$ cat config.mk
export PLATFORM = sky130hd
export DESIGN_NAME = mwp_ctrl
export DESIGN_NICKNAME = d
export VERILOG_FILES = /design/src/rtl/mwp_pkg.sv /design/src/rtl/mwp_ctrl.sv /design/src/rtl/mwp_cpu_clock_out_hold.sv
export VERILOG_INCLUDE_DIRS = /design/src /design/src/rtl
export SDC_FILE = /design/constraint.sdc
export NUM_CORES = 1
export LEC_CHECK = 0
export BUFFER_PORTS_ARGS = -buffer_cell sky130_fd_sc_hd__buf_2
export CORE_MARGIN = 3
export CORE_UTILIZATION = 40
export CTS_CLUSTER_DIAMETER = 100
export DETAILED_ROUTE_END_ITERATION = 7
export PLACE_DENSITY = 0.68
export RECOVER_POWER = 100
export SYNTH_ARGS = -nofsm -noshare
export SYNTH_HDL_FRONTEND = slang
export SYNTH_SLANG_ARGS = --single-unit
export TNS_END_PERCENT = 1
$ cat constraint.sdc
create_clock -name aclk -period 3.97 [get_ports aclk]
set_input_delay 0.397 -clock aclk [delete_from_list [all_inputs] [get_ports aclk]]
set_output_delay 0.397 -clock aclk [all_outputs]
set_load 0.005 [all_outputs]
$ cat src/rtl/mwp_params.svh
// register map, field positions, encodings and counts of the window page control block
`ifndef MWP_PARAMS_SVH
`define MWP_PARAMS_SVH

// ============================================================
// register indexes (byte address is four times the index)
`define MWP_IDX_A_LO     8'h71
`define MWP_IDX_A_HI     8'h72
`define MWP_IDX_B        8'h73
`define MWP_IDX_CTRL     8'h74
`define MWP_IDX_STATUS   8'hA3
`define MWP_IDX_PMC      8'hAF
`define MWP_IDX_GPIO     8'hF0

// ============================================================
// bus geometry and answers
`define MWP_AXI_AW       12
`define MWP_RESP_OKAY    2'h0
`define MWP_RESP_SLVERR  2'h2
`define MWP_REG_RESET    8'h00

// ============================================================
// control register field positions
`define MWP_CTL_SUSP     7
`define MWP_CTL_SLEEP    6
`define MWP_CTL_DOZE     3
`define MWP_CTL_GPDIR    2
`define MWP_CTL_SETSEL   1
`define MWP_CTL_BEN      0
`define MWP_CTL_MUSTZERO 8'h30

// ============================================================
// page device type codes
`define MWP_DEV_ROM      2'h0
`define MWP_DEV_MAIN     2'h1
`define MWP_DEV_RSVD     2'h2
`define MWP_DEV_BIOS     2'h3

// ============================================================
// clock keep-alive after the timer interrupt drops
`define MWP_KEEP_REFRESH 7'h40
`define MWP_CNT_W        7

`endif

$ cat src/rtl/mwp_pkg.sv
// types shared by the window page control block
package mwp_pkg;

	// decoded device selects for the eight pages of set a
	typedef struct packed {
		logic [7:0] rom;
		logic [7:0] main;
		logic [7:0] bios;
	} mwp_asel_s;

	// decoded device selects for the four pages of set b
	typedef struct packed {
		logic [3:0] rom;
		logic [3:0] main;
		logic [3:0] bios;
	} mwp_bsel_s;

	// control register layout
	typedef struct packed {
		logic       suspend_suppress;
		logic       sleep_suppress;
		logic [1:0] must_zero;
		logic       doze_timer_irq_enable;
		logic       gp_pin1_direction;
		logic       window_set_select;
		logic       window_b_enable;
	} mwp_ctl_s;

endpackage

$ cat src/rtl/mwp_ctrl.sv
// window page device and power override registers behind an axi4-lite slave
//
// Contract
// index 72h holds set a pages 7-4 types
// type codes: rom, main, reserved, bios
// index 73h holds set b pages 3-0
// set select routes shared page io
// set b enable gates all set b windows
// battery low 4 suspends unless suppressed; the code also blocks it while ac_adapter_present is high
// battery low 2 sleeps unless suppressed; the code also blocks it while ac_adapter_present is high
// sleep suppress leaves smi and status alone
// doze clock runs while irq0 high
// clock kept 64 refreshes after irq0
// direction bit makes gp pin output
// index 71h holds set a pages 3-0
// software writes zero to reserved bits
// registers reset to zero, read back
//
// The AXI4-Lite register port was decided locally.
`timescale 1ns/10ps
`default_nettype none
`include "mwp_params.svh"

module mwp_ctrl
	import mwp_pkg::*;
(
	input  wire logic                  aclk,
	input  wire logic                  aresetn,
	input  wire logic                  ce,
	input  wire logic [`MWP_AXI_AW-1:0] s_axi_awaddr,
	input  wire logic [2:0]            s_axi_awprot,
	input  wire logic                  s_axi_awvalid,
	output logic                       s_axi_awready,
	input  wire logic [31:0]           s_axi_wdata,
	input  wire logic [3:0]            s_axi_wstrb,
	input  wire logic                  s_axi_wvalid,
	output logic                       s_axi_wready,
	output logic [1:0]                 s_axi_bresp,
	output logic                       s_axi_bvalid,
	input  wire logic                  s_axi_bready,
	input  wire logic [`MWP_AXI_AW-1:0] s_axi_araddr,
	input  wire logic [2:0]            s_axi_arprot,
	input  wire logic                  s_axi_arvalid,
	output logic                       s_axi_arready,
	output logic [31:0]                s_axi_rdata,
	output logic [1:0]                 s_axi_rresp,
	output logic                       s_axi_rvalid,
	input  wire logic                  s_axi_rready,
	input  wire logic                  io_page_cycle,
	output logic                       io_to_set_a,
	output logic                       io_to_set_b,
	input  wire logic [3:0]            b_page_bit7,
	output logic [3:0]                 b_window_enable,
	output mwp_asel_s                  a_sel,
	output mwp_bsel_s                  b_sel,
	input  wire logic                  battery_low_level4_n,
	input  wire logic                  battery_low_level2_n,
	input  wire logic                  ac_adapter_present,
	output logic                       suspend_request,
	output logic                       sleep_request,
	output logic                       bl2_smi_request,
	input  wire logic                  pm_doze,
	input  wire logic                  irq0,
	input  wire logic                  refresh_tick,
	output logic                       cpu_clock_keep,
	input  wire logic                  gp_pin1_in,
	output logic                       gp_pin1_out,
	output logic                       gp_pin1_oe
);

	// ============================================================
	// declarations
	logic [7:0]            reg_a_lo;
	logic [7:0]            reg_a_hi;
	logic [7:0]            reg_b;
	mwp_ctl_s              ctl;
	logic                  pmc_extend;
	logic                  gp_data;
	logic [7:0]            next_a_lo;
	logic [7:0]            next_a_hi;
	logic [7:0]            next_b;
	mwp_ctl_s              next_ctl;
	logic                  next_extend;
	logic                  next_gp_data;

	logic                  aw_held;
	logic                  w_held;
	logic [7:0]            aw_idx;
	logic                  aw_ok;
	logic [7:0]            w_byte;
	logic                  w_lane0;
	logic                  next_aw_held;
	logic                  next_w_held;
	logic [7:0]            next_aw_idx;
	logic                  next_aw_ok;
	logic [7:0]            next_w_byte;
	logic                  next_w_lane0;
	logic                  next_awready;
	logic                  next_wready;
	logic                  next_bvalid;
	logic [1:0]            next_bresp;
	logic                  next_arready;
	logic                  next_rvalid;
	logic [31:0]           next_rdata;
	logic [1:0]            next_rresp;
	logic                  commit;

	logic [3:0]            pin_raw;
	logic [3:0]            sy1;
	logic [3:0]            sy2;
	logic [3:0]            sy3;
	logic [3:0]            pin_st;
	logic [3:0]            pin_prev;
	logic [3:0]            next_pin_st;

	logic                  next_io_a;
	logic                  next_io_b;
	logic [3:0]            next_b_en;
	mwp_asel_s             next_a_sel;
	mwp_bsel_s             next_b_sel;
	logic                  next_susp;
	logic                  next_sleep;
	logic                  next_smi;
	logic                  bl4_fall;
	logic                  bl2_fall;
	logic [15:0]           a_types;

	// ============================================================
	// write path: address and data are held until both arrive
	always_comb
	begin
		next_aw_held = aw_held;
		next_w_held  = w_held;
		next_aw_idx  = aw_idx;
		next_aw_ok   = aw_ok;
		next_w_byte  = w_byte;
		next_w_lane0 = w_lane0;
		next_bvalid  = s_axi_bvalid;
		next_bresp   = s_axi_bresp;
		commit       = aw_held && w_held && !s_axi_bvalid;
		if (s_axi_awvalid && s_axi_awready)
		begin
			next_aw_held = 1'b1;
			next_aw_idx  = s_axi_awaddr[9:2];
			next_aw_ok   = (s_axi_awaddr[11:10] == 2'h0) && (s_axi_awaddr[1:0] == 2'h0);
		end
		if (s_axi_wvalid && s_axi_wready)
		begin
			next_w_held  = 1'b1;
			next_w_byte  = s_axi_wdata[7:0];
			next_w_lane0 = s_axi_wstrb[0];
		end
		if (s_axi_bvalid && s_axi_bready)
			next_bvalid = 1'b0;
		if (commit)
		begin
			next_aw_held = 1'b0;
			next_w_held  = 1'b0;
			next_bvalid  = 1'b1;
			next_bresp   = (aw_ok && idx_mapped(aw_idx)) ? `MWP_RESP_OKAY : `MWP_RESP_SLVERR;
		end
		next_awready = !next_aw_held && !next_bvalid;
		next_wready  = !next_w_held && !next_bvalid;
	end

	always_ff @(posedge aclk)
	begin
		if (!aresetn)
		begin
			aw_held       <= 1'b0;
			w_held        <= 1'b0;
			aw_idx        <= 8'h00;
			aw_ok         <= 1'b0;
			w_byte        <= 8'h00;
			w_lane0       <= 1'b0;
			s_axi_awready <= 1'b0;
			s_axi_wready  <= 1'b0;
			s_axi_bvalid  <= 1'b0;
			s_axi_bresp   <= `MWP_RESP_OKAY;
		end
		else if (ce)
		begin
			aw_held       <= next_aw_held;
			w_held        <= next_w_held;
			aw_idx        <= next_aw_idx;
			aw_ok         <= next_aw_ok;
			w_byte        <= next_w_byte;
			w_lane0       <= next_w_lane0;
			s_axi_awready <= next_awready;
			s_axi_wready  <= next_wready;
			s_axi_bvalid  <= next_bvalid;
			s_axi_bresp   <= next_bresp;
		end
	end

	// ============================================================
	// address decode helper
	function automatic logic idx_mapped(input logic [7:0] idx);
		idx_mapped = (idx == `MWP_IDX_A_LO) || (idx == `MWP_IDX_A_HI) ||
		             (idx == `MWP_IDX_B) || (idx == `MWP_IDX_CTRL) ||
		             (idx == `MWP_IDX_STATUS) || (idx == `MWP_IDX_PMC) ||
		             (idx == `MWP_IDX_GPIO);
	endfunction

	// ============================================================
	// register file; only byte lane 0 carries data
	always_comb
	begin
		next_a_lo    = reg_a_lo;
		next_a_hi    = reg_a_hi;
		next_b       = reg_b;
		next_ctl     = ctl;
		next_extend  = pmc_extend;
		next_gp_data = gp_data;
		if (commit && aw_ok && w_lane0)
		begin
			unique case (aw_idx)
				// set a low pages
				`MWP_IDX_A_LO: next_a_lo = w_byte;
				// set a high pages
				`MWP_IDX_A_HI: next_a_hi = w_byte;
				// set b pages
				`MWP_IDX_B:    next_b    = w_byte;
				// plain read-write storage; reserved bits kept as written
				`MWP_IDX_CTRL: next_ctl  = mwp_ctl_s'(w_byte);
				`MWP_IDX_PMC:  next_extend  = w_byte[0];
				`MWP_IDX_GPIO: next_gp_data = w_byte[0];
				default:       next_a_lo = reg_a_lo;
			endcase
		end
	end

	// all registers clear on reset
	always_ff @(posedge aclk)
	begin
		if (!aresetn)
		begin
			reg_a_lo   <= `MWP_REG_RESET;
			reg_a_hi   <= `MWP_REG_RESET;
			reg_b      <= `MWP_REG_RESET;
			ctl        <= mwp_ctl_s'(`MWP_REG_RESET);
			pmc_extend <= 1'b0;
			gp_data    <= 1'b0;
		end
		else if (ce)
		begin
			reg_a_lo   <= next_a_lo;
			reg_a_hi   <= next_a_hi;
			reg_b      <= next_b;
			ctl        <= next_ctl;
			pmc_extend <= next_extend;
			gp_data    <= next_gp_data;
		end
	end

	// ============================================================
	// read path: one read at a time, data one cycle after the address
	always_comb
	begin
		next_rvalid = s_axi_rvalid;
		next_rdata  = s_axi_rdata;
		next_rresp  = s_axi_rresp;
		if (s_axi_rvalid && s_axi_rready)
			next_rvalid = 1'b0;
		if (s_axi_arvalid && s_axi_arready)
		begin
			next_rvalid = 1'b1;
			next_rdata  = 32'h0000_0000;
			next_rresp  = `MWP_RESP_OKAY;
			if ((s_axi_araddr[11:10] != 2'h0) || (s_axi_araddr[1:0] != 2'h0))
				next_rresp = `MWP_RESP_SLVERR;
			else
			begin
				unique case (s_axi_araddr[9:2])
					`MWP_IDX_A_LO:   next_rdata[7:0] = reg_a_lo;
					`MWP_IDX_A_HI:   next_rdata[7:0] = reg_a_hi;
					`MWP_IDX_B:      next_rdata[7:0] = reg_b;
					`MWP_IDX_CTRL:   next_rdata[7:0] = ctl;
					// battery status independent of suppress bits
					`MWP_IDX_STATUS: next_rdata[3:0] = {pin_st[3], pin_st[2], !pin_st[0], !pin_st[1]};
					`MWP_IDX_PMC:    next_rdata[0]   = pmc_extend;
					`MWP_IDX_GPIO:   next_rdata[1:0] = {pin_st[3], gp_data};
					default:         next_rresp      = `MWP_RESP_SLVERR;
				endcase
			end
		end
		next_arready = !next_rvalid;
	end

	always_ff @(posedge aclk)
	begin
		if (!aresetn)
		begin
			s_axi_arready <= 1'b0;
			s_axi_rvalid  <= 1'b0;
			s_axi_rdata   <= 32'h0000_0000;
			s_axi_rresp   <= `MWP_RESP_OKAY;
		end
		else if (ce)
		begin
			s_axi_arready <= next_arready;
			s_axi_rvalid  <= next_rvalid;
			s_axi_rdata   <= next_rdata;
			s_axi_rresp   <= next_rresp;
		end
	end

	// ============================================================
	// pin synchronisers: three flops, a change counts when stages two and three agree
	assign pin_raw = {gp_pin1_in, ac_adapter_present, battery_low_level2_n, battery_low_level4_n};

	genvar gi;
	generate
		for (gi = 0; gi < 4; gi++)
		begin : g_sync
			assign next_pin_st[gi] = (sy2[gi] == sy3[gi]) ? sy3[gi] : pin_st[gi];
		end
	endgenerate

	always_ff @(posedge aclk)
	begin
		if (!aresetn)
		begin
			sy1      <= 4'h3;
			sy2      <= 4'h3;
			sy3      <= 4'h3;
			pin_st   <= 4'h3;
			pin_prev <= 4'h3;
		end
		else if (ce)
		begin
			sy1      <= pin_raw;
			sy2      <= sy1;
			sy3      <= sy2;
			pin_st   <= next_pin_st;
			pin_prev <= pin_st;
		end
	end

	// ============================================================
	// battery low requests to the power manager
	assign bl4_fall = pin_prev[0] && !pin_st[0];
	assign bl2_fall = pin_prev[1] && !pin_st[1];

	always_comb
	begin
		// suspend on battery low 4
		next_susp  = bl4_fall && !ctl.suspend_suppress && !pin_st[2];
		// sleep on battery low 2
		next_sleep = bl2_fall && !ctl.sleep_suppress && !pin_st[2];
		// smi ignores sleep suppress
		next_smi   = bl2_fall;
	end

	// ============================================================
	// page device decode, io routing and set b gating
	assign a_types = {reg_a_hi, reg_a_lo};

	generate
		for (gi = 0; gi < 8; gi++)
		begin : g_adec
			// decode set a types
			assign next_a_sel.rom[gi]  = a_types[2*gi+:2] == `MWP_DEV_ROM;
			assign next_a_sel.main[gi] = a_types[2*gi+:2] == `MWP_DEV_MAIN;
			assign next_a_sel.bios[gi] = a_types[2*gi+:2] == `MWP_DEV_BIOS;
		end
		for (gi = 0; gi < 4; gi++)
		begin : g_bdec
			// decode set b types
			assign next_b_sel.rom[gi]  = reg_b[2*gi+:2] == `MWP_DEV_ROM;
			assign next_b_sel.main[gi] = reg_b[2*gi+:2] == `MWP_DEV_MAIN;
			assign next_b_sel.bios[gi] = reg_b[2*gi+:2] == `MWP_DEV_BIOS;
			// master enable and page bit 7
			assign next_b_en[gi] = ctl.window_b_enable && b_page_bit7[gi];
		end
	endgenerate

	always_comb
	begin
		// route shared io cycles
		next_io_a = io_page_cycle && ctl.window_set_select;
		next_io_b = io_page_cycle && !ctl.window_set_select;
	end

	always_ff @(posedge aclk)
	begin
		if (!aresetn)
		begin
			io_to_set_a     <= 1'b0;
			io_to_set_b     <= 1'b0;
			b_window_enable <= 4'h0;
			a_sel           <= '0;
			b_sel           <= '0;
			suspend_request <= 1'b0;
			sleep_request   <= 1'b0;
			bl2_smi_request <= 1'b0;
			gp_pin1_out     <= 1'b0;
			gp_pin1_oe      <= 1'b0;
		end
		else if (ce)
		begin
			io_to_set_a     <= next_io_a;
			io_to_set_b     <= next_io_b;
			b_window_enable <= next_b_en;
			a_sel           <= next_a_sel;
			b_sel           <= next_b_sel;
			suspend_request <= next_susp;
			sleep_request   <= next_sleep;
			bl2_smi_request <= next_smi;
			gp_pin1_out     <= gp_data;
			// direction drives pin enable
			gp_pin1_oe      <= ctl.gp_pin1_direction;
		end
	end

	// ============================================================
	// doze clock keep-alive
	// irq0 keeps doze clock
	mwp_cpu_clock_out_hold u_hold (
		.aclk         (aclk),
		.aresetn      (aresetn),
		.ce           (ce),
		.doze         (pm_doze),
		.irq0         (irq0),
		.refresh_tick (refresh_tick),
		.enable       (ctl.doze_timer_irq_enable),
		.extend       (pmc_extend),
		.keep         (cpu_clock_keep)
	);

endmodule
`default_nettype wire

$ cat src/rtl/mwp_cpu_clock_out_hold.sv
// cpu clock keep-alive in doze while the timer interrupt is active
`timescale 1ns/10ps
`default_nettype none
`include "mwp_params.svh"

module mwp_cpu_clock_out_hold
	import mwp_pkg::*;
(
	input  wire logic aclk,
	input  wire logic aresetn,
	input  wire logic ce,
	input  wire logic doze,
	input  wire logic irq0,
	input  wire logic refresh_tick,
	input  wire logic enable,
	input  wire logic extend,
	output logic      keep
);

	logic [`MWP_CNT_W-1:0] cnt;
	logic [`MWP_CNT_W-1:0] next_cnt;
	logic                  next_keep;

	// ============================================================
	// refresh countdown and keep-alive decision
	always_comb
	begin
		next_cnt = cnt;
		// reload while irq0 high
		if (irq0 && extend)
			next_cnt = `MWP_KEEP_REFRESH;
		else if (!extend)
			next_cnt = '0;
		else if (refresh_tick && (cnt != '0))
			next_cnt = cnt - 1'b1;
		// run while irq0 high
		next_keep = doze && enable && (irq0 || (extend && (cnt != '0)));
	end

	always_ff @(posedge aclk)
	begin
		if (!aresetn)
		begin
			cnt  <= '0;
			keep <= 1'b0;
		end
		else if (ce)
		begin
			cnt  <= next_cnt;
			keep <= next_keep;
		end
	end

endmodule
`default_nettype wire

==> results.py, run 1 <==
metrics = {
    "run_status": {
        "status": "finished with violations",
        "violations": "max-capacitance violations, max-slew violations",
    },
    "cells_and_area": {
        "n_antenna_cell": 0,
        "nets": 901,
        "syn2layout_area_growth_pct": 19.1,
        "layout_common_cells": "dfxtp_1, nand2_1, buf_2, nor2b_1, mux2i_1",
        "final_common_cell": "dfxtp_1",
        "nFillCells": 1528,
        "drive_gt1_share_pct": 15.1,
    },
    "worst_setup_path": {
        "crit_chain": "or3b_1 > nor4_1 > nand3_1 > mux2i_1 > nor2b_1",
        "worst_r2r_startpoint": "aw_idx[5]",
        "worstPathArrival_ns": 2.72,
        "critPathLaunchType": "register",
        "r2r-end": "reg_b[5]",
        "crit_required_ns": 4.27,
        "reg2regPathDepth": 5,
        "critical_path_class": "reg2reg",
        "slowest_stage": "nand3_1",
        "cp_max_fo": 8,
        "slowest_delay_ns": 0.63,
        "cp-end-kind": "register",
        "reg2reg_slack_ns": 1.55,
    },
    "placed_design": {
        "gp_congestion": 0.826,
        "numPortBuffers": 115,
        "dp.final_hpwl_um": 10800,
    },
    "clock_network": {
        "clkSinkCount": 142,
        "post_cts_buffers": 0,
        "cts_resized": 0,
        "clock_latency_ns": 0.42,
        "cts_tree": "done",
        "root_buffer": "clkbuf_16",
        "cts-buffers-inserted": 17,
        "holdBufCountCts": 0,
        "cts_max_level": 4,
        "cts.reportedPaths.clkPinSlew_ns": 0.06,
        "clockBufferDepth": 2,
    },
    "power_and_ir_drop": {
        "ir_worst_vdd_v": 0.000296,
        "p_leak_uw": 0.00310,
        "p_seq_share_pct": 41.4,
        "pwr_density_cell_nw_per_um2": 465,
        "p_int_uw": 2830,
        "power_switching_uw": 707,
        "clkPwrFrac_pct": 53.7,
        "pwr-share-comb_pct": 4.9,
        "sw_frac_of_total_pct": 20.0,
    },
    "sta": {
        "hold_viol_final": 0,
        "fin_worst_skew_ns": 0.00613,
        "slew_viol_final": 46,
        "slew_headroom_pct": -9.32,
        "timing.final.crit_share_pct": 60.9,
        "tightest_slew_ns": 1.64,
        "clock.fmax_mhz": 414,
        "setup_viol": 0,
        "hold_slack_ns": 0.195,
        "layout_min_cycle_time_ns": 2.42,
        "grt_setup_unrepaired": "false",
        "fin_tns_setup_ns": 0,
    },
    "floorplan": {
        "design.core.area_um2": 15400,
        "rows": 45,
        "die_y_um": 132,
        "die_x_um": 132,
        "dieArea_um2": 17500,
        "initial_core_util_pct": 41.4,
        "ioPinCount": 175,
    },
    "min_path": {
        "whs_path_depth": 3,
        "holdCritStartpoint": "battery_low_level2_n",
        "hold_class": "in2reg",
        "hold_path_end": "sy1[1]",
    },
    "yosys": {
        "syn_avg_cell_area_um2": 8.89,
        "syn_area_um2": 6380,
        "seq_area_frac_synth_pct": 44.5,
        "yosys.cell_types.count": 61,
        "synthCells": 718,
        "synth_top_flop_cell": "dfxtp_1",
        "yosysWarnings": 0,
        "ys_async_sr_fraction_pct": 0,
        "synth_edf_count": 0,
        "synth-seq-cells": 142,
    },
    "route": {
        "viasPerCell": 5.02,
        "routed_wl_um": 15800,
        "via_count": 5210,
        "drcViolationCount": 0,
        "drt_iter0_drc": 404,
        "wire_per_inst_um": 15.2,
        "dr.pass1.iters": 5,
        "ant_nets": 0,
    },
    "global_routing": {
        "grt_overflow": 0,
        "grt_pass1_wl_um": 25100,
        "grt_max_degree": 94,
        "track_usage_pct": 17.7,
        "antenna_found_initial": 0,
        "grt_pass1_vias": 4754,
    },
    "flow_run": {
        "cap_violations": 1,
    },
}
-- routing by layer --
metal  up-vias  GRT usage [%]  wire length (um)
met5         -              0                 0
met4         0           4.50               160
met3        14           4.69               889
met2       142           27.3              7110
met1      2436           24.8              7640
li1       2618              -                 -
-- cells in the mapped netlist, types with 4 or more instances --
cell | number | area, um2
inv_1 | 9 | 33.8
nand2b_1 | 6 | 37.5
a32o_1 | 4 | 40.0
nand2_1 | 97 | 364
buf_2 | 6 | 30.0
o2bb2ai_1 | 4 | 35.0
a21boi_0 | 40 | 300
dfxtp_1 | 142 | 2840
nand4_1 | 4 | 25.0
nor2b_1 | 75 | 469
a21oi_1 | 42 | 210
nor4_1 | 4 | 25.0
nand3_1 | 29 | 145
and3_1 | 11 | 68.8
nor2_1 | 29 | 109
nor3_1 | 15 | 75.1
o21ai_1 | 10 | 50.1
mux2i_1 | 51 | 510
and2_1 | 5 | 31.3
o21ai_0 | 10 | 50.1
a22o_1 | 6 | 52.6
buf_4 | 28 | 210
clkbuf_1 | 34 | 128
a21boi_1 | 4 | 30.0
-- logic make-up after synthesis --
logic type / share of synthesized area, %
muxes: 8.53
buffers and inverters: 6.53
other: 0.0588
DFF: 44.5
AOI/OAI and AO/OA: 14.9
and+or+nand+nor: 25.1
adders and majority gates: 0.392
-- metrics by stage --
stage | total power [uW] | std cells | cell area (um2) | utilization [%] | worst slack, ns
after floorplan | 1620 | 743 | 6480 | - | 2.26
after global placement | 1670 | 1005 | 6990 | 45.3 | 1.72
after detailed placement | 1670 | 1005 | 6990 | 45.3 | 1.66
after CTS | 3570 | 1037 | 7700 | 49.9 | 1.97
after global routing | 3640 | 1037 | 7600 | 49.3 | 1.42
final | 3540 | 1037 | 7600 | 49.3 | 1.55
-- cell type report --
type / instances / area, um2 / share of cell area (%)
clock buffers: 22 / 484 / 6.37
clock inverters: 10 / 230 / 3.03
inverters: 10 / 37.5 / 0.494
multi-input cells: 522 / 3160 / 41.6
flip-flops and latches: 142 / 2840 / 37.4
well taps: 211 / 264 / 3.47
repair buffers: 120 / 582 / 7.66
-- state kept, by name (all words and copies together), names as in the netlist, 8 cells and up --
signal       cells
a_sel           24
ctl              8
aw_idx           8
reg_b            8
w_byte           8
b_sel           12
reg_a_hi         8
reg_a_lo         8
s_axi_rdata      8
-- power by group through the flow --
stage / Combinational, uW / Sequential (uW) / Clock [uW]
floorplan: 131 / 1490 / 0
global placement: 174 / 1500 / 0
detailed placement: 175 / 1500 / 0
CTS: 175 / 1460 / 1930
global route: 192 / 1470 / 1980
finish: 173 / 1460 / 1900
-- worst max path at each step --
stage | start | slack [ns] | end
3_3_place_gp | ce | 1.72 | reg_a_lo[4]
6_report | aw_idx[5] | 1.55 | reg_b[5]
4_1_cts | aw_idx[5] | 1.97 | reg_a_lo[2]
3_5_place_dp | ce | 1.66 | reg_a_lo[2]
2_1_floorplan | ce | 2.26 | ctl[0]
5_1_grt | aw_idx[5] | 1.42 | reg_b[6]
-- critical path: cells and delay by family, from the launching register on --
family / cells / cell delay [ns]
and+or+nand+nor: 4 / 1.59
muxes: 1 / 0.33
DFF: 1 / 0.36
(Power assumes the default switching activity.)
==> inputs of run 2 (changes only) <==
--- a/config.mk
+++ b/config.mk
@@ -11,7 +11,7 @@
 export CORE_UTILIZATION = 40
 export CTS_CLUSTER_DIAMETER = 100
 export DETAILED_ROUTE_END_ITERATION = 7
-export PLACE_DENSITY = 0.68
+export PLACE_DENSITY = 0.7
 export RECOVER_POWER = 100
 export SYNTH_ARGS = -nofsm -noshare
 export SYNTH_HDL_FRONTEND = slang
==> constraint.sdc (replaced) <==
create_clock -name aclk -period 2.1 [get_ports aclk]
set_input_delay 0.21 -clock aclk [delete_from_list [all_inputs] [get_ports aclk]]
set_output_delay 0.21 -clock aclk [all_outputs]
set_load 0.005 [all_outputs]
==> results.py, run 2 (synthesis gave the netlist of run 1 again) <==
metrics = {
    "route": {
        "via_count": 5248,
        "viasPerCell": 5.04,
        "drt_iter0_drc": 489,
        "routed_wl_um": 15600,
        "dr.pass1.iters": 6,
        "ant_nets": 0,
        "drcViolationCount": 0,
        "wire_per_inst_um": 15.0,
    },
    "cells_and_area": {
        "layout_common_cells": "dfxtp_1, nand2_1, buf_2, nor2b_1, mux2i_1",
        "final_area_um2": 7560,
        "nets": 905,
        "fin_util_pct": 49.0,
        "n_antenna_cell": 0,
        "reg_top3": "a_sel x24, b_sel x12",
        "drive_gt1_share_pct": 15.5,
        "largest_reg_flops": 24,
        "instances_no_fill": 1041,
        "max_flop_register": "a_sel",
        "syn2layout_area_growth_pct": 18.4,
        "nFillCells": 1478,
        "final_common_cell": "dfxtp_1",
    },
    "placed_design": {
        "gp_congestion": 0.841,
        "place_area_um2": 7010,
        "dp.cells": 1007,
        "numPortBuffers": 115,
        "dp.final_hpwl_um": 10800,
    },
    "clock_network": {
        "clkSinkCount": 142,
        "clock_latency_ns": 0.42,
        "cts_max_level": 4,
        "cts-buffers-inserted": 17,
        "cts_tree": "done",
        "clockBufferDepth": 2,
        "root_buffer": "clkbuf_16",
        "cts_resized": 0,
        "cts.reportedPaths.clkPinSlew_ns": 0.06,
    },
    "floorplan": {
        "rows": 45,
        "die_y_um": 132,
        "initial_core_util_pct": 41.4,
        "ioPinCount": 175,
        "design.core.area_um2": 15400,
        "die_x_um": 132,
        "dieArea_um2": 17500,
    },
    "sta": {
        "timing.final.crit_share_pct": 92.4,
        "slew_viol_final": 0,
        "layout_min_cycle_time_ns": 1.94,
        "grt_setup_unrepaired": "false",
        "hold_viol_final": 0,
        "fin_worst_skew_ns": 0.00488,
        "setup_viol": 0,
        "slew_headroom_pct": 46.9,
        "clock.fmax_mhz": 515,
        "tightest_slew_ns": 0.797,
        "fin_tns_setup_ns": 0,
    },
    "global_routing": {
        "track_usage_pct": 17.7,
        "grt_overflow": 0,
        "gr-usage-met3_pct": 3.89,
        "use_met2_pct": 26.3,
        "busiest_layer": "met2",
        "antenna_found_initial": 0,
        "grt_use_met1_pct": 25.1,
        "grt_pass1_vias": 4915,
        "grt_pass1_wl_um": 25100,
        "grt_max_degree": 111,
    },
    "power_and_ir_drop": {
        "power_switching_uw": 1300,
        "p_leak_uw": 0.00309,
        "ir_worst_vdd_v": 0.000598,
        "p_int_uw": 4790,
        "pwr-share-comb_pct": 5.5,
        "clkPwrFrac_pct": 49.0,
        "pwr_density_cell_nw_per_um2": 805,
        "p_seq_share_pct": 45.5,
        "sw_frac_of_total_pct": 21.3,
    },
    "worst_setup_path": {
        "critical_path_class": "reg2reg",
        "worstPathArrival_ns": 2.25,
        "cp_max_fo": 8,
        "crit_required_ns": 2.41,
        "cp-end-kind": "register",
        "critPathLaunchType": "register",
    },
    "run_status": {
        "status": "finished clean",
    },
    "min_path": {
        "hold_class": "in2reg",
    },
    "flow_run": {
        "cap_violations": 0,
    },
}
-- run 2: cell types whose count changed in the layout (fill, tap and decap cells not counted), sizes merged --
cell | before | now
bufinv | 7 | 2
dlygate4sd3 | 0 | 2
clkinv | 1 | 0
clkbuf | 55 | 60
buf | 87 | 90
-- run 2: repair_timing --
| action | 4_1_cts | 5_1_grt |
|---|---|---|
| buffers inserted | 0 | 0 |
| hold buffers | 2 | 0 |
| hold endpoints to repair | 2 | 0 |
-- run 2: final timing paths --
| path | from | slack (ns) | depth (start not counted) | end |
|---|---|---|---|---|
| setup / recovery | s_axi_bvalid | 0.16 | 6 | ctl[6] |
| hold / removal | s_axi_awaddr[5] | 0.04 | 3 | aw_idx[3] |
| setup reg to reg | s_axi_bvalid | 0.16 | 6 | ctl[6] |
| hold reg to reg | s_axi_rdata[6] | 0.45 | 2 | s_axi_rdata[6] |
-- run 2: critical path, cell delays in order (launching register included) --
cell      delay [ns]
dfxtp_1         0.33
and4b_1         0.34
nand4_1         0.22
nor4b_2         0.29
clkbuf_2        0.33
mux2i_1         0.25
nor2b_1         0.06
-- run 2: layout make-up --
cell class	instances	area (um2)	share of cell area, %
Clock inverter	4	75.1	0.993
Tap cell	211	264	3.49
Inverter	10	37.5	0.497
Clock buffer	28	517	6.84
Timing Repair Buffer	124	626	8.28
Sequential cell	142	2840	37.6
Multi-Input combinational cell	522	3200	42.3
-- run 2: stage by stage --
stage	hold WS, ns	power [uW]	setup WS (ns)
5_1_grt	0.0404	6300	0.00632
2_1_floorplan	0.338	3070	0.465
3_3_place_gp	0.423	3160	0.200
3_5_place_dp	0.430	3160	0.184
4_1_cts	0.0326	6130	0.161
6_report	0.0410	6080	0.159
-- run 2: power by group through the flow --
stage	sequential, uW	clock, uW	combinational [uW]
final	2770	2980	332
after global placement	2830	0	333
after global routing	2780	3150	371
after detailed placement	2830	0	335
after floorplan	2820	0	248
after CTS	2770	3020	339
-- run 2: per-layer routing --
layer	share of wire (%)	routed length, um
met1	48	7570
met2	44	6810
met3	5.6	878
met4	2.3	352
met5	0	0
